**src/inc/rep_pkg.sv**
```systemverilog
package rep_pkg;

  // system clock rate of this block
  localparam longint CLK_SYS_HZ = 40_000_000;
  // nominal register-bus clock that times the event pin window
  localparam longint REGBUS_NOM_HZ = 100_000_000;
  // event pin hold window, in register-bus cycles
  localparam int MCE_HOLD_REGBUS_CYC = 10;
  // same window in clk_sys cycles, rounded up, at least one
  localparam int MCE_HOLD_CYC_RAW = int'((MCE_HOLD_REGBUS_CYC * CLK_SYS_HZ
                                          + REGBUS_NOM_HZ - 1) / REGBUS_NOM_HZ);
  localparam int MCE_HOLD_CYC = (MCE_HOLD_CYC_RAW < 1) ? 1 : MCE_HOLD_CYC_RAW;

  // pin synchroniser depth
  localparam int SYNC_STAGES = 3;
  // default number of serial ports
  localparam int NUM_PORTS_DEF = 16;
  localparam int NUM_PORTS_MAX = 32;

  // reset values of pin-facing flops
  localparam logic OD_OE_RST = 1'b0;
  localparam logic OD_LOW = 1'b0;
  localparam logic MCE_LEVEL_RST = 1'b0;

  // link reset output sequencer, one-hot
  typedef enum logic [2:0] {
    REP_LRST_IDLE = 3'h1,
    REP_LRST_HOLD_SW = 3'h2,
    REP_LRST_HOLD_SELF = 3'h4
  } rep_lrst_e;

endpackage

```
**src/verilog/rep_reset_event_pins.sv**
```systemverilog
// Contract
// - hard reset returns all logic to reset
// - port reset request asserts link reset output
// - no self-reset: hold until software clears
// - self-reset: hold until self-reset finishes
// - hard reset leaves link reset output inactive
// - input event pin edge sends symbol everywhere
// - output event pin toggles once per cycle with any enabled symbol
// - active-low open-drain interrupt output
// - event window counted in clk_sys cycles, scaled from nominal bus clock rate; this block never uses MCE_HOLD_CYC, the output pin toggles on every hit cycle
`timescale 1ns/1ps
`default_nettype none

module rep_reset_event_pins #(
  parameter int NUM_PORTS = rep_pkg::NUM_PORTS_DEF
) (
  input wire logic clk_sys,
  input wire logic srst,
  input wire logic link_rst_req,
  input wire logic self_rst_sel,
  input wire logic self_rst_done,
  input wire logic rst_req_clear,
  output var logic link_reset_out_n_o,
  output var logic link_reset_out_n_oe,
  input wire logic mce_dir_out,
  input wire logic multicast_event_pin_i,
  output var logic multicast_event_pin_o,
  output var logic multicast_event_pin_oe,
  input wire logic [NUM_PORTS-1:0] mce_rx,
  input wire logic [NUM_PORTS-1:0] mce_port_en,
  output var logic [NUM_PORTS-1:0] mce_tx_req,
  input wire logic irq_pending,
  output var logic int_out_n_o,
  output var logic int_out_n_oe
);

  ////////////////////////////////////////////////////////////////////////////
  // elaboration check
  if (NUM_PORTS < 1 || NUM_PORTS > rep_pkg::NUM_PORTS_MAX) begin : g_bad_ports
    $error("NUM_PORTS must be 1 to 32");
  end

  ////////////////////////////////////////////////////////////////////////////
  // link reset output sequencer
  rep_pkg::rep_lrst_e state;
  rep_pkg::rep_lrst_e next_state;

  // next state; a new request wins over any release
  always_comb begin
    next_state = state;
    unique case (state)
      rep_pkg::REP_LRST_IDLE: begin
        if (link_rst_req) begin
          next_state = self_rst_sel ? rep_pkg::REP_LRST_HOLD_SELF
                                    : rep_pkg::REP_LRST_HOLD_SW;
        end
      end
      rep_pkg::REP_LRST_HOLD_SW: begin
        if (rst_req_clear && !link_rst_req) begin
          next_state = rep_pkg::REP_LRST_IDLE;
        end
      end
      rep_pkg::REP_LRST_HOLD_SELF: begin
        if (self_rst_done && !link_rst_req) begin
          next_state = rep_pkg::REP_LRST_IDLE;
        end
      end
      default: begin
        next_state = rep_pkg::REP_LRST_IDLE;
      end
    endcase
  end

  // state register
  always_ff @(posedge clk_sys) begin
    if (srst) begin
      state <= rep_pkg::REP_LRST_IDLE;
    end else begin
      state <= next_state;
    end
  end

  // open-drain drive, registered from the next state
  always_ff @(posedge clk_sys) begin
    if (srst) begin
      link_reset_out_n_oe <= rep_pkg::OD_OE_RST;
      link_reset_out_n_o <= rep_pkg::OD_LOW;
    end else begin
      link_reset_out_n_oe <= (next_state != rep_pkg::REP_LRST_IDLE);
      link_reset_out_n_o <= rep_pkg::OD_LOW;
    end
  end

  ////////////////////////////////////////////////////////////////////////////
  // event pin, input direction
  logic mce_level;
  logic mce_change;

  // pin crosses three flops before edge detection
  rep_pin_sync #(
    .STAGES(rep_pkg::SYNC_STAGES)
  ) u_mce_sync (
    .clk_sys(clk_sys),
    .srst(srst),
    .pin_in(multicast_event_pin_i),
    .level(mce_level),
    .change(mce_change)
  );

  // one-cycle send request to every port per edge
  always_ff @(posedge clk_sys) begin
    if (srst) begin
      mce_tx_req <= '0;
    end else if (!mce_dir_out && mce_change) begin
      mce_tx_req <= '1;
    end else begin
      mce_tx_req <= '0;
    end
  end

  ////////////////////////////////////////////////////////////////////////////
  // event pin, output direction
  logic mce_rx_hit;

  // any enabled port saw an event symbol
  assign mce_rx_hit = |(mce_rx & mce_port_en);

  // toggle level; enable follows direction
  always_ff @(posedge clk_sys) begin
    if (srst) begin
      multicast_event_pin_o <= rep_pkg::MCE_LEVEL_RST;
      multicast_event_pin_oe <= rep_pkg::OD_OE_RST;
    end else begin
      multicast_event_pin_oe <= mce_dir_out;
      if (mce_dir_out && mce_rx_hit) begin
        multicast_event_pin_o <= !multicast_event_pin_o;
      end
    end
  end

  ////////////////////////////////////////////////////////////////////////////
  // interrupt output, pulled low while pending
  always_ff @(posedge clk_sys) begin
    if (srst) begin
      int_out_n_oe <= rep_pkg::OD_OE_RST;
      int_out_n_o <= rep_pkg::OD_LOW;
    end else begin
      int_out_n_oe <= irq_pending;
      int_out_n_o <= rep_pkg::OD_LOW;
    end
  end
endmodule

`default_nettype wire

```
**src/verilog/rep_pin_sync.sv**
```systemverilog
`timescale 1ns/1ps
`default_nettype none

module rep_pin_sync #(
  parameter int STAGES = rep_pkg::SYNC_STAGES
) (
  input wire logic clk_sys,
  input wire logic srst,
  input wire logic pin_in,
  output var logic level,
  output var logic change
);

  ////////////////////////////////////////////////////////////////////////////
  // elaboration check
  if (STAGES < rep_pkg::SYNC_STAGES) begin : g_bad_stages
    $error("rep_pin_sync needs at least three stages");
  end

  ////////////////////////////////////////////////////////////////////////////
  logic [STAGES-1:0] sync_sr;
  logic primed;
  logic agree;

  // shift chain, first stage feeds only the second
  always_ff @(posedge clk_sys) begin
    if (srst) begin
      sync_sr <= '0;
    end else begin
      sync_sr <= {sync_sr[STAGES-2:0], pin_in};
    end
  end

  // last two stages must agree before a level counts
  assign agree = (sync_sr[STAGES-1] == sync_sr[STAGES-2]);

  // settled level and one-cycle change pulse
  always_ff @(posedge clk_sys) begin
    if (srst) begin
      level <= rep_pkg::MCE_LEVEL_RST;
      primed <= 1'b0;
      change <= 1'b0;
    end else begin
      change <= 1'b0;
      if (agree) begin
        primed <= 1'b1; // first agreement only loads, no edge
        level <= sync_sr[STAGES-2];
        change <= primed && (sync_sr[STAGES-2] != level);
      end
    end
  end

endmodule

`default_nettype wire

```
**config.mk**
```make
export PLATFORM = sky130hd
export DESIGN_NAME = rep_reset_event_pins
export DESIGN_NICKNAME = d
export VERILOG_FILES = /design/src/inc/rep_pkg.sv /design/src/verilog/rep_reset_event_pins.sv /design/src/verilog/rep_pin_sync.sv
export SDC_FILE = /design/constraint.sdc
export NUM_CORES = 1
export LEC_CHECK = 0
export ABC_AREA = 1
export BUFFER_PORTS_ARGS = -buffer_cell sky130_fd_sc_hd__clkbuf_2
export CORE_MARGIN = 2
export CORE_UTILIZATION = 31
export DETAILED_ROUTE_END_ITERATION = 10
export PLACE_DENSITY = 0.74
export SLEW_MARGIN = 30
export SYNTH_ARGS = -nofsm -noshare
export SYNTH_HDL_FRONTEND = slang
export SYNTH_SLANG_ARGS = --single-unit
```
**constraint.sdc**
```tcl
create_clock -name clk_sys -period 2.5 [get_ports clk_sys]
set_input_delay 0.375 -clock clk_sys [delete_from_list [all_inputs] [get_ports clk_sys]]
set_output_delay 0.375 -clock clk_sys [all_outputs]
set_load 0.01 [all_outputs]
```
==> impl_results.html, run 1 <==
<table>
<tr><th>Metric</th><th>Value</th></tr>
<tr><th colspan="2">Run status</th></tr>
<tr><td>Status</td><td>finished clean</td></tr>
<tr><th colspan="2">Logic synthesis</th></tr>
<tr><td>Synth Warn #</td><td>0</td></tr>
<tr><td>Top cell type by total area after synthesis</td><td>sky130_fd_sc_hd__dfxtp_1</td></tr>
<tr><td>Fraction of the mapped netlist area in simple logic gates</td><td>29.3%</td></tr>
<tr><td>Dominant cells by area after synthesis</td><td>sky130_fd_sc_hd__dfxtp_1 (37%), sky130_fd_sc_hd__buf_4 (17%), sky130_fd_sc_hd__nand2_1 (16%)</td></tr>
<tr><td>Synthesized instance count</td><td>113</td></tr>
<tr><td>Post-Syn Area per Cell</td><td>6.73 um2</td></tr>
<tr><td>Number of flip-flops and latches in the synthesized netlist</td><td>14</td></tr>
<tr><td>Cell Area, Synth</td><td>761 um2</td></tr>
<tr><td>Mux cell area share after synthesis</td><td>0%</td></tr>
<tr><td>Xor and xnor fraction of the mapped netlist area</td><td>1.15%</td></tr>
<tr><td>Portion of the post-synthesis area used by sequential elements</td><td>36.8%</td></tr>
<tr><td>Dominant combinational cell family by area after synthesis</td><td>simple AND/OR/NAND/NOR gates</td></tr>
<tr><td>Fraction of the mapped netlist area in compound gates</td><td>4.61%</td></tr>
<tr><td>Area share of fa/ha/maj cells after synthesis</td><td>0%</td></tr>
<tr><td>Number of unique standard cell types used by synthesis</td><td>16</td></tr>
<tr><td>Yosys top cell area share</td><td>36.8%</td></tr>
<tr><th colspan="2">CTS</th></tr>
<tr><td>Clock latency on the worst-skew pair</td><td>0.27 ns</td></tr>
<tr><td>TritonCTS buffer count</td><td>3</td></tr>
<tr><td>Setup fix buffers added after clock tree synthesis</td><td>0</td></tr>
<tr><td>Number of H-tree branching levels</td><td>1</td></tr>
<tr><td>Hold Buf Count CTS</td><td>0</td></tr>
<tr><td>TritonCTS clock tree</td><td>yes</td></tr>
<tr><td>Clock Sinks</td><td>14</td></tr>
<tr><td>Clk slew on worst S/H paths</td><td>0.08 ns</td></tr>
<tr><td>Resized cells post-CTS</td><td>0</td></tr>
<tr><td>CTS Root Cell</td><td>sky130_fd_sc_hd__clkbuf_4</td></tr>
<tr><td>Maximum buffer depth of the clock tree</td><td>2</td></tr>
<tr><th colspan="2">GRT</th></tr>
<tr><td>Initial antenna violation count</td><td>0</td></tr>
<tr><td>Maximum number of pins on one net before global-route repair</td><td>17</td></tr>
<tr><td>Via count of the first global-routing pass</td><td>687</td></tr>
<tr><td>First-pass GRT wire length</td><td>2.33 mm</td></tr>
<tr><td>Sum of overflow across all layers after global routing</td><td>0</td></tr>
<tr><td>Tot GR Track Use</td><td>11.2%</td></tr>
<tr><th colspan="2">Place</th></tr>
<tr><td>DP Worst Slack</td><td>1.37 ns</td></tr>
<tr><td>Count of input and output buffers</td><td>60</td></tr>
<tr><td>Final HPWL from detailed placement</td><td>1.16 mm</td></tr>
<tr><td>Global placement routability congestion</td><td>0.634</td></tr>
<tr><td>Number of placed cells counting well taps</td><td>184</td></tr>
<tr><th colspan="2">Hold path</th></tr>
<tr><td>Hold/Removal Path Class</td><td>input port to flop</td></tr>
<tr><td>Hold path startpoint</td><td>irq_pending</td></tr>
<tr><td>Hold path endpoint</td><td>int_out_n_oe$_SDFF_PP0_</td></tr>
<tr><td>Hold depth</td><td>3</td></tr>
<tr><th colspan="2">Critical path</th></tr>
<tr><td>Stage delay of the slowest cell on the critical path</td><td>0.56 ns</td></tr>
<tr><td>Cell-by-cell trace of the critical path</td><td>clkbuf_2</td></tr>
<tr><td>Worst reg-to-reg path cell count</td><td>7</td></tr>
<tr><td>Kind of capture point of the worst setup path</td><td>output pin</td></tr>
<tr><td>Arrival time at the worst endpoint</td><td>1.04 ns</td></tr>
<tr><td>Worst R2R Start</td><td>state[1]$_SDFF_PP0_</td></tr>
<tr><td>Delay-heaviest family, CP</td><td>flip-flops</td></tr>
<tr><td>Number of buffer and inverter stages on the critical path</td><td>1</td></tr>
<tr><td>R2R Path End</td><td>link_reset_out_n_oe$_SDFF_PP0_</td></tr>
<tr><td>Critical-path maximum fanout</td><td>16</td></tr>
<tr><td>Data required time of the worst path</td><td>2.12 ns</td></tr>
<tr><td>Register-to-register setup slack</td><td>1.55 ns</td></tr>
<tr><td>Critical Path Source Type</td><td>flop</td></tr>
<tr><td>Kind of critical path</td><td>flop to output pin</td></tr>
<tr><td>Critical-path cell with the highest stage delay</td><td>sky130_fd_sc_hd__dfxtp_1</td></tr>
<tr><th colspan="2">Timing</th></tr>
<tr><td>Part of the cycle the worst path needs</td><td>56.7%</td></tr>
<tr><td>Final count of pins violating max slew</td><td>0</td></tr>
<tr><td>RSZ-0062 raised after global routing</td><td>no</td></tr>
<tr><td>Worst-case clock skew</td><td>0.00160 ns</td></tr>
<tr><td>Final hold slack</td><td>0.278 ns</td></tr>
<tr><td>Count of final hold-check violations</td><td>0</td></tr>
<tr><td>Final WS setup</td><td>1.08 ns</td></tr>
<tr><td>Max Clock Freq</td><td>706 MHz</td></tr>
<tr><td>Total negative slack for setup checks</td><td>0 ns</td></tr>
<tr><td>Min cycle time layout</td><td>1.42 ns</td></tr>
<tr><td>Final-report setup violation count</td><td>0</td></tr>
<tr><th colspan="2">Route</th></tr>
<tr><td>Number of DRC markers in iteration 0</td><td>0</td></tr>
<tr><td>Mean number of vias per cell</td><td>3.98</td></tr>
<tr><td>WL per Instance</td><td>6.81 um</td></tr>
<tr><td>First-pass iteration count of the detailed router</td><td>1</td></tr>
<tr><td>Detailed-route wire length</td><td>1.28 mm</td></tr>
<tr><td>Residual DRC</td><td>0</td></tr>
<tr><td>Via Count</td><td>748</td></tr>
<tr><td>ANT nets after route</td><td>0</td></tr>
<tr><th colspan="2">Die</th></tr>
<tr><td>I/O pin count</td><td>63</td></tr>
<tr><td>Die area</td><td>0.00287 mm2</td></tr>
<tr><td>Die X-Extent</td><td>53.5 um</td></tr>
<tr><td>Initial core utilization</td><td>33.4%</td></tr>
<tr><td>Placement Rows</td><td>17</td></tr>
<tr><td>Area of the core region</td><td>0.00228 mm2</td></tr>
<tr><td>Y dimension of the die</td><td>53.5 um</td></tr>
<tr><th colspan="2">Pwr</th></tr>
<tr><td>Maximum ir drop on the vdd rail</td><td>463 uV</td></tr>
<tr><td>Total power per unit cell area</td><td>478 mW/mm2</td></tr>
<tr><td>Lkg Pwr</td><td>0.000620 uW</td></tr>
<tr><th colspan="2">Layout</th></tr>
<tr><td>Commonest non-fill, non-tap cell in the layout</td><td>sky130_fd_sc_hd__clkbuf_2</td></tr>
<tr><td>Final core utilization</td><td>43.8%</td></tr>
<tr><td>Area growth from synthesis to layout</td><td>31.1%</td></tr>
<tr><td>Post-route insts no fill</td><td>188</td></tr>
<tr><td>Nets@finish</td><td>202</td></tr>
<tr><td>Most frequent cells in the layout</td><td>sky130_fd_sc_hd__clkbuf_2 (60), sky130_fd_sc_hd__nand2_1 (32), sky130_fd_sc_hd__inv_1 (16), sky130_fd_sc_hd__dfxtp_1 (14), sky130_fd_sc_hd__nor2_1 (11)</td></tr>
<tr><td>Fill cell total of the finished layout</td><td>271</td></tr>
<tr><td>Fraction of layout cells with a size suffix above 1</td><td>44.4%</td></tr>
<tr><td>Antenna diode count</td><td>0</td></tr>
<tr><th colspan="2">Run</th></tr>
<tr><td>Max-capacitance violation count</td><td>0</td></tr>
</table>
==> synth_stat cells <==
| library cell | number |
|---|---|
| sky130_fd_sc_hd__nor2_2 | 3 |
| sky130_fd_sc_hd__buf_4 | 17 |
| sky130_fd_sc_hd__inv_2 | 3 |
| sky130_fd_sc_hd__nand3_1 | 4 |
| sky130_fd_sc_hd__conb_1 | 1 |
| sky130_fd_sc_hd__nor2_4 | 1 |
| sky130_fd_sc_hd__xor2_1 | 1 |
| sky130_fd_sc_hd__nor2_1 | 11 |
| sky130_fd_sc_hd__a21oi_1 | 3 |
| sky130_fd_sc_hd__inv_1 | 16 |
| sky130_fd_sc_hd__nand4_1 | 1 |
| sky130_fd_sc_hd__dfxtp_1 | 14 |
| sky130_fd_sc_hd__nand2_1 | 32 |
| sky130_fd_sc_hd__nor3_1 | 1 |
| sky130_fd_sc_hd__buf_6 | 1 |
| sky130_fd_sc_hd__o21ai_1 | 4 |
==> power by group <==
group | internal (uW) | switching, uW
registers | 234 | 5.49
logic | 42.1 | 38.5
clock network | 88.5 | 67.8
==> cell families (layout without fill, tap and decap cells) <==
kind of cell	count (synthesis)	in the layout
DFF	14	14
and+or+nand+nor	53	53
buffers and inverters	37	83
xor gates and xnor gates	1	1
other	1	2
AOI/OAI and AO/OA	7	7
==> through the flow <==
step / area, um2 / total power, uW
detailed placement: 961 / 327
floorplan: 764 / 291
global route: 997 / 514
CTS: 997 / 487
finish: 997 / 477
global placement: 961 / 326
==> worst max-delay path by stage <==
stage,from,end,depth (start not counted)
after detailed placement,mce_tx_req[14]$_SDFF_PP0_,mce_tx_req[4],1
after global routing,mce_tx_req[14]$_SDFF_PP0_,mce_tx_req[7],1
after CTS,mce_tx_req[14]$_SDFF_PP0_,mce_tx_req[4],1
final,mce_tx_req[14]$_SDFF_PP0_,mce_tx_req[5],1
after global placement,mce_rx[5],multicast_event_pin_o$_SDFFE_PP0P_,9
after floorplan,mce_tx_req[14]$_SDFF_PP0_,mce_tx_req[10],1
==> state kept, by name (all words and copies together) (netlist names) <==
register	count
u_mce_sync.change	1
multicast_event_pin_o	1
state	3
u_mce_sync.level	1
mce_tx_req	1
u_mce_sync.sync_sr	3
int_out_n_oe	1
u_mce_sync.primed	1
link_reset_out_n_oe	1
multicast_event_pin_oe	1
==> final cells by class <==
| cell class | instances | area [um2] | area share, % |
|---|---|---|---|
| clock buffer | 4 | 36.3 | 3.64 |
| inverter | 19 | 71.3 | 7.15 |
| multi-input combinational | 63 | 274 | 27.5 |
| sequential | 14 | 280 | 28.1 |
| tap | 28 | 35.0 | 3.51 |
| timing repair buffer | 60 | 300 | 30.1 |
==> routing by layer <==
layer | vias up | global-route usage [%] | share of wire, %
li1 | 409 | - | -
met1 | 303 | 9.57 | 37
met2 | 36 | 22.4 | 50
met3 | 0 | 5.83 | 13
met4 | 0 | 2.56 | 0
met5 | - | 0 | 0
No activity file was read; power rests on OpenSTA's default activity.
==> run 2: changes to the inputs <==
Settings changed: PLACE_DENSITY 0.74 to 0.76.
Clock period 2.5 ns to 1.27 ns, I/O delays scaled along.
==> impl_results.html, run 2 (synthesis results as in run 1) <==
<table>
<tr><th>Metric</th><th>Value</th></tr>
<tr><th colspan="2">Run status</th></tr>
<tr><td>Status</td><td>finished clean</td></tr>
<tr><th colspan="2">Critical path</th></tr>
<tr><td>Delay-heaviest family, CP</td><td>flip-flops</td></tr>
<tr><td>Register-to-register setup slack</td><td>0.31 ns</td></tr>
<tr><td>Number of cells on the critical path</td><td>1</td></tr>
<tr><td>Number of buffer and inverter stages on the critical path</td><td>1</td></tr>
<tr><td>Critical-path cell with the highest stage delay</td><td>sky130_fd_sc_hd__dfxtp_2</td></tr>
<tr><td>Cell-by-cell trace of the critical path</td><td>clkbuf_2</td></tr>
<tr><td>R2R Path End</td><td>link_reset_out_n_oe$_SDFF_PP0_</td></tr>
<tr><td>Worst reg-to-reg path cell count</td><td>7</td></tr>
<tr><td>Kind of capture point of the worst setup path</td><td>output pin</td></tr>
<tr><td>Kind of critical path</td><td>flop to output pin</td></tr>
<tr><td>Critical Path Source Type</td><td>flop</td></tr>
<tr><td>Worst R2R Start</td><td>state[2]$_SDFF_PP0_</td></tr>
<tr><td>Critical-path maximum fanout</td><td>16</td></tr>
<tr><td>Stage delay of the slowest cell on the critical path</td><td>0.46 ns</td></tr>
<tr><td>Arrival time at the worst endpoint</td><td>0.91 ns</td></tr>
<tr><td>Data required time of the worst path</td><td>1.08 ns</td></tr>
<tr><th colspan="2">Pwr</th></tr>
<tr><td>Portion of total power attributed to combinational logic</td><td>18.7%</td></tr>
<tr><td>Clock share of power</td><td>26.3%</td></tr>
<tr><td>Maximum ir drop on the vdd rail</td><td>856 uV</td></tr>
<tr><td>Overall power consumption</td><td>857 uW</td></tr>
<tr><td>Switching share of total power</td><td>23.8%</td></tr>
<tr><td>Share of power burned in registers</td><td>55.0%</td></tr>
<tr><td>Internal Pwr Total</td><td>653 uW</td></tr>
<tr><td>Lkg Pwr</td><td>0.000613 uW</td></tr>
<tr><td>Total power per unit cell area</td><td>871 mW/mm2</td></tr>
<tr><td>Switching power total</td><td>204 uW</td></tr>
<tr><th colspan="2">Hold path</th></tr>
<tr><td>Hold path endpoint</td><td>u_mce_sync.sync_sr[0]$_SDFF_PP0_</td></tr>
<tr><td>Hold path startpoint</td><td>multicast_event_pin_i</td></tr>
<tr><td>Hold/Removal Path Class</td><td>input port to flop</td></tr>
<tr><td>Hold depth</td><td>3</td></tr>
<tr><th colspan="2">CTS</th></tr>
<tr><td>TritonCTS buffer count</td><td>3</td></tr>
<tr><td>Clock Sinks</td><td>14</td></tr>
<tr><td>CTS Root Cell</td><td>sky130_fd_sc_hd__clkbuf_4</td></tr>
<tr><td>Maximum buffer depth of the clock tree</td><td>2</td></tr>
<tr><td>Number of H-tree branching levels</td><td>1</td></tr>
<tr><td>Setup fix buffers added after clock tree synthesis</td><td>0</td></tr>
<tr><td>TritonCTS clock tree</td><td>yes</td></tr>
<tr><td>Hold Buf Count CTS</td><td>0</td></tr>
<tr><td>Clk slew on worst S/H paths</td><td>0.07 ns</td></tr>
<tr><td>Clock latency on the worst-skew pair</td><td>0.26 ns</td></tr>
<tr><th colspan="2">Layout</th></tr>
<tr><td>Antenna diode count</td><td>0</td></tr>
<tr><td>Commonest non-fill, non-tap cell in the layout</td><td>sky130_fd_sc_hd__clkbuf_2</td></tr>
<tr><td>Fraction of layout cells with a size suffix above 1</td><td>44.7%</td></tr>
<tr><td>Area growth from synthesis to layout</td><td>29.4%</td></tr>
<tr><td>Nets@finish</td><td>202</td></tr>
<tr><td>Most frequent cells in the layout</td><td>sky130_fd_sc_hd__clkbuf_2 (60), sky130_fd_sc_hd__nand2_1 (32), sky130_fd_sc_hd__inv_1 (16), sky130_fd_sc_hd__dfxtp_1 (13), sky130_fd_sc_hd__nor2_1 (11)</td></tr>
<tr><td>Leading registers by flop count</td><td>state: 3 flops, u_mce_sync.sync_sr: 3 flops</td></tr>
<tr><td>Post-route insts no fill</td><td>187</td></tr>
<tr><td>Final core utilization</td><td>43.3%</td></tr>
<tr><th colspan="2">GRT</th></tr>
<tr><td>Initial antenna violation count</td><td>0</td></tr>
<tr><td>Maximum number of pins on one net before global-route repair</td><td>17</td></tr>
<tr><td>Tot GR Track Use</td><td>11.0%</td></tr>
<tr><td>First-pass GRT wire length</td><td>2.33 mm</td></tr>
<tr><td>Sum of overflow across all layers after global routing</td><td>0</td></tr>
<tr><td>Via count of the first global-routing pass</td><td>678</td></tr>
<tr><th colspan="2">Timing</th></tr>
<tr><td>Part of the cycle the worst path needs</td><td>86.6%</td></tr>
<tr><td>Total negative slack for setup checks</td><td>0 ns</td></tr>
<tr><td>Final-report setup violation count</td><td>0</td></tr>
<tr><td>Final count of pins violating max slew</td><td>0</td></tr>
<tr><td>Max Clock Freq</td><td>910 MHz</td></tr>
<tr><td>Final hold slack</td><td>0.109 ns</td></tr>
<tr><td>Worst-case clock skew</td><td>0.00311 ns</td></tr>
<tr><td>Min cycle time layout</td><td>1.10 ns</td></tr>
<tr><td>RSZ-0062 raised after global routing</td><td>no</td></tr>
<tr><td>Count of final hold-check violations</td><td>0</td></tr>
<tr><th colspan="2">Die</th></tr>
<tr><td>Y dimension of the die</td><td>53.5 um</td></tr>
<tr><td>Area of the core region</td><td>0.00228 mm2</td></tr>
<tr><td>Die area</td><td>0.00287 mm2</td></tr>
<tr><td>Placement Rows</td><td>17</td></tr>
<tr><td>I/O pin count</td><td>63</td></tr>
<tr><td>Die X-Extent</td><td>53.5 um</td></tr>
<tr><td>Initial core utilization</td><td>33.4%</td></tr>
<tr><th colspan="2">Route</th></tr>
<tr><td>Residual DRC</td><td>0</td></tr>
<tr><td>Number of DRC markers in iteration 0</td><td>3</td></tr>
<tr><td>Detailed-route wire length</td><td>1.40 mm</td></tr>
<tr><td>Via Count</td><td>754</td></tr>
<tr><td>ANT nets after route</td><td>0</td></tr>
<tr><td>Sum of met3 wire segment lengths after detailed routing</td><td>120 um</td></tr>
<tr><td>WL per Instance</td><td>7.46 um</td></tr>
<tr><td>First-pass iteration count of the detailed router</td><td>4</td></tr>
<tr><td>Met1 wire length</td><td>527 um</td></tr>
<tr><td>Mean number of vias per cell</td><td>4.03</td></tr>
<tr><td>Topmost layer with routed signal wires</td><td>met3</td></tr>
<tr><td>Total length of routed met2 wires</td><td>746 um</td></tr>
<tr><th colspan="2">Place</th></tr>
<tr><td>Count of input and output buffers</td><td>60</td></tr>
<tr><td>Number of placed cells counting well taps</td><td>184</td></tr>
<tr><td>Global placement routability congestion</td><td>0.674</td></tr>
<tr><td>Final HPWL from detailed placement</td><td>1.25 mm</td></tr>
<tr><th colspan="2">Run</th></tr>
<tr><td>Max-capacitance violation count</td><td>0</td></tr>
</table>
[run 2: changes by cell type in the layout (fill, tap and decap cells not counted)]
cell / before / now
sky130_fd_sc_hd__clkbuf_8: 1 / 0
sky130_fd_sc_hd__dfxtp_1: 14 / 13
sky130_fd_sc_hd__dfxtp_2: 0 / 1
[run 2: how the worst max path moves through the flow]
stage | from | slack, ns | to
2_1_floorplan | mce_tx_req[14]$_SDFF_PP0_ | 0.30 | mce_tx_req[10]
3_3_place_gp | mce_tx_req[14]$_SDFF_PP0_ | 0.30 | mce_tx_req[0]
3_5_place_dp | mce_tx_req[14]$_SDFF_PP0_ | 0.28 | mce_tx_req[0]
4_1_cts | mce_tx_req[14]$_SDFF_PP0_ | 0.14 | mce_tx_req[0]
5_1_grt | mce_tx_req[14]$_SDFF_PP0_ | 0.08 | mce_tx_req[4]
6_report | mce_tx_req[14]$_SDFF_PP0_ | 0.17 | mce_tx_req[0]
[run 2: per-layer routing]
layer	vias to the layer above	global-route usage, %
li1	407	-
met4	0	2.56
met1	315	9.39
met5	-	0
met2	32	23.9
met3	0	3.33
[run 2: final cells by class]
class	count	area (um2)
inverter	19	71.3
multi-input combinational	63	274
timing repair buffer	60	300
sequential	14	282
fill	251	1290
tap	28	35.0
clock buffer	3	22.5
[run 2: through the flow]
step                instance area [um2]  setup slack (ns)
detailed placement                  961             0.282
finish                              985             0.171
global route                        985            0.0839
CTS                                 985             0.143
floorplan                           764             0.302
global placement                    961             0.304
[run 2: power by group through the flow]
stage	Sequential, uW	Clock (uW)	Combinational (uW)
final	472	225	160
after global routing	474	254	190
after CTS	472	241	164
after detailed placement	483	0	163
after global placement	482	0	159
after floorplan	486	0	88.0
[run 2: repair_timing]
action | 4_1_cts | 5_1_grt
endpoints found under the hold margin | 0 | 0
endpoints found under the setup margin | 16 | 0
resized for setup | 1 | 0
==> run 3: changes to the inputs <==
Settings changed: CORE_UTILIZATION 31 to 34, PLACE_DENSITY 0.76 to 0.82.
==> impl_results.html, run 3 (synthesis results as in run 1) <==
<table>
<tr><th>Metric</th><th>Value</th></tr>
<tr><th colspan="2">Place</th></tr>
<tr><td>DP Worst Slack</td><td>0.321 ns</td></tr>
<tr><td>Count of input and output buffers</td><td>60</td></tr>
<tr><td>Final HPWL from detailed placement</td><td>1.16 mm</td></tr>
<tr><td>Global placement routability congestion</td><td>0.677</td></tr>
<tr><td>Placement Cell Area</td><td>961 um2</td></tr>
<tr><th colspan="2">Timing</th></tr>
<tr><td>Final count of pins violating max slew</td><td>0</td></tr>
<tr><td>Part of the cycle the worst path needs</td><td>86.3%</td></tr>
<tr><td>Final WS setup</td><td>0.174 ns</td></tr>
<tr><td>Min cycle time layout</td><td>1.10 ns</td></tr>
<tr><td>Count of final hold-check violations</td><td>0</td></tr>
<tr><td>Worst-case clock skew</td><td>0.00354 ns</td></tr>
<tr><td>RSZ-0062 raised after global routing</td><td>no</td></tr>
<tr><td>Final-report setup violation count</td><td>0</td></tr>
<tr><td>Max Clock Freq</td><td>912 MHz</td></tr>
<tr><td>Total negative slack for setup checks</td><td>0 ns</td></tr>
<tr><th colspan="2">GRT</th></tr>
<tr><td>Initial antenna violation count</td><td>0</td></tr>
<tr><td>Tot GR Track Use</td><td>11.1%</td></tr>
<tr><td>Maximum number of pins on one net before global-route repair</td><td>17</td></tr>
<tr><td>First-pass GRT wire length</td><td>2.24 mm</td></tr>
<tr><td>Sum of overflow across all layers after global routing</td><td>0</td></tr>
<tr><td>Via count of the first global-routing pass</td><td>665</td></tr>
<tr><th colspan="2">Route</th></tr>
<tr><td>Via Count</td><td>752</td></tr>
<tr><td>ANT nets after route</td><td>0</td></tr>
<tr><td>WL per Instance</td><td>6.94 um</td></tr>
<tr><td>First-pass iteration count of the detailed router</td><td>3</td></tr>
<tr><td>Residual DRC</td><td>0</td></tr>
<tr><td>Mean number of vias per cell</td><td>4.00</td></tr>
<tr><td>Number of DRC markers in iteration 0</td><td>5</td></tr>
<tr><td>Detailed-route wire length</td><td>1.30 mm</td></tr>
<tr><th colspan="2">Layout</th></tr>
<tr><td>Non-Filler Cell Area, Final</td><td>998 um2</td></tr>
<tr><td>Commonest non-fill, non-tap cell in the layout</td><td>sky130_fd_sc_hd__clkbuf_2</td></tr>
<tr><td>Leading registers by flop count</td><td>state: 3 flops, u_mce_sync.sync_sr: 3 flops</td></tr>
<tr><td>Area growth from synthesis to layout</td><td>31.2%</td></tr>
<tr><td>Fraction of layout cells with a size suffix above 1</td><td>45.0%</td></tr>
<tr><td>Fill cell total of the finished layout</td><td>239</td></tr>
<tr><td>Antenna diode count</td><td>0</td></tr>
<tr><td>Most frequent cells in the layout</td><td>sky130_fd_sc_hd__clkbuf_2 (60), sky130_fd_sc_hd__nand2_1 (32), sky130_fd_sc_hd__inv_1 (16), sky130_fd_sc_hd__dfxtp_1 (13), sky130_fd_sc_hd__nor2_1 (11)</td></tr>
<tr><td>Nets@finish</td><td>202</td></tr>
<tr><th colspan="2">Critical path</th></tr>
<tr><td>Register-to-register setup slack</td><td>0.30 ns</td></tr>
<tr><td>Critical-path cell with the highest stage delay</td><td>sky130_fd_sc_hd__dfxtp_2</td></tr>
<tr><td>Stage delay of the slowest cell on the critical path</td><td>0.45 ns</td></tr>
<tr><td>Arrival time at the worst endpoint</td><td>0.91 ns</td></tr>
<tr><td>Kind of capture point of the worst setup path</td><td>output pin</td></tr>
<tr><td>R2R Path End</td><td>link_reset_out_n_oe$_SDFF_PP0_</td></tr>
<tr><td>Delay-heaviest family, CP</td><td>flip-flops</td></tr>
<tr><td>Worst reg-to-reg path cell count</td><td>7</td></tr>
<tr><td>Critical-path maximum fanout</td><td>16</td></tr>
<tr><td>Critical Path Source Type</td><td>flop</td></tr>
<tr><td>Number of buffer and inverter stages on the critical path</td><td>1</td></tr>
<tr><td>Cell-by-cell trace of the critical path</td><td>clkbuf_2</td></tr>
<tr><td>Worst R2R Start</td><td>state[1]$_SDFF_PP0_</td></tr>
<tr><td>Kind of critical path</td><td>flop to output pin</td></tr>
<tr><td>Data required time of the worst path</td><td>1.08 ns</td></tr>
<tr><th colspan="2">CTS</th></tr>
<tr><td>TritonCTS buffer count</td><td>3</td></tr>
<tr><td>Maximum buffer depth of the clock tree</td><td>2</td></tr>
<tr><td>Setup fix buffers added after clock tree synthesis</td><td>0</td></tr>
<tr><td>Clock latency on the worst-skew pair</td><td>0.28 ns</td></tr>
<tr><td>CTS Root Cell</td><td>sky130_fd_sc_hd__clkbuf_4</td></tr>
<tr><td>Clk slew on worst S/H paths</td><td>0.08 ns</td></tr>
<tr><td>TritonCTS clock tree</td><td>yes</td></tr>
<tr><td>Clock Sinks</td><td>14</td></tr>
<tr><td>Number of H-tree branching levels</td><td>1</td></tr>
<tr><th colspan="2">Die</th></tr>
<tr><td>Placement Rows</td><td>17</td></tr>
<tr><td>Die X-Extent</td><td>51.3 um</td></tr>
<tr><td>I/O pin count</td><td>63</td></tr>
<tr><td>Initial core utilization</td><td>35.1%</td></tr>
<tr><td>Area of the core region</td><td>0.00217 mm2</td></tr>
<tr><td>Die area</td><td>0.00263 mm2</td></tr>
<tr><td>Y dimension of the die</td><td>51.3 um</td></tr>
<tr><th colspan="2">Hold path</th></tr>
<tr><td>Hold depth</td><td>3</td></tr>
<tr><td>Hold path endpoint</td><td>u_mce_sync.sync_sr[0]$_SDFF_PP0_</td></tr>
<tr><td>Hold/Removal Path Class</td><td>input port to flop</td></tr>
<tr><td>Hold path startpoint</td><td>multicast_event_pin_i</td></tr>
<tr><th colspan="2">Pwr</th></tr>
<tr><td>Maximum ir drop on the vdd rail</td><td>600 uV</td></tr>
<tr><td>Lkg Pwr</td><td>0.000620 uW</td></tr>
<tr><td>Total power per unit cell area</td><td>947 mW/mm2</td></tr>
<tr><th colspan="2">Run status</th></tr>
<tr><td>Status</td><td>finished clean</td></tr>
<tr><th colspan="2">Run</th></tr>
<tr><td>Max-capacitance violation count</td><td>0</td></tr>
</table>
==> run 3: how the worst max path moves through the flow <==
stage	startpoint	to	slack [ns]	depth (start not counted)
floorplan	mce_tx_req[14]$_SDFF_PP0_	mce_tx_req[10]	0.30	1
global placement	mce_rx[13]	multicast_event_pin_o$_SDFFE_PP0P_	0.34	9
detailed placement	mce_tx_req[14]$_SDFF_PP0_	mce_tx_req[11]	0.32	1
CTS	mce_tx_req[14]$_SDFF_PP0_	mce_tx_req[11]	0.007	1
global route	mce_tx_req[14]$_SDFF_PP0_	mce_tx_req[12]	0.10	1
finish	mce_tx_req[14]$_SDFF_PP0_	mce_tx_req[11]	0.17	1
==> run 3: area by class of cell <==
class / count / area (um2) / share of cell area, %
Timing Repair Buffer: 60 / 300 / 30.1
Multi-Input combinational cell: 63 / 274 / 27.4
Sequential cell: 14 / 282 / 28.2
Tap cell: 28 / 35.0 / 3.51
Inverter: 19 / 71.3 / 7.14
Clock buffer: 4 / 36.3 / 3.63
==> run 3: timing repair <==
action / CTS / global route
endpoints found under the setup margin: 0 / 16
resized for setup: 0 / 1
hold endpoints to repair: 0 / 0
hold buffers: 0 / 0
==> run 3: power by group <==
group | switching (uW) | internal (uW) | total, uW | leakage [uW]
sequential | 11.4 | 461 | 472 | 0.000116
clock | 140 | 174 | 314 | 0.0000210
combinational | 77.0 | 82.8 | 160 | 0.000483
total | 228 | 718 | 946 | 0.000620
==> run 3: metal layers <==
metal | vias to the layer above | share of wire (%) | GRT usage (%)
li1 | 408 | - | -
met1 | 302 | 36 | 9.16
met2 | 36 | 51 | 21.9
met3 | 6 | 10 | 2.05
met4 | 0 | 3.0 | 9.65
met5 | - | 0 | 0
==> run 3: stage by stage <==
step / total power (uW) / hold WS (ns) / instances / utilization [%]
detailed placement: 645 / 0.387 / 184 / 44.3
global placement: 640 / 0.384 / 184 / 44.3
global route: 1010 / 0.0858 / 188 / 46.0
CTS: 960 / 0.0871 / 188 / 46.0
floorplan: 573 / 0.297 / 114 / -
finish: 946 / 0.0961 / 188 / 46.0
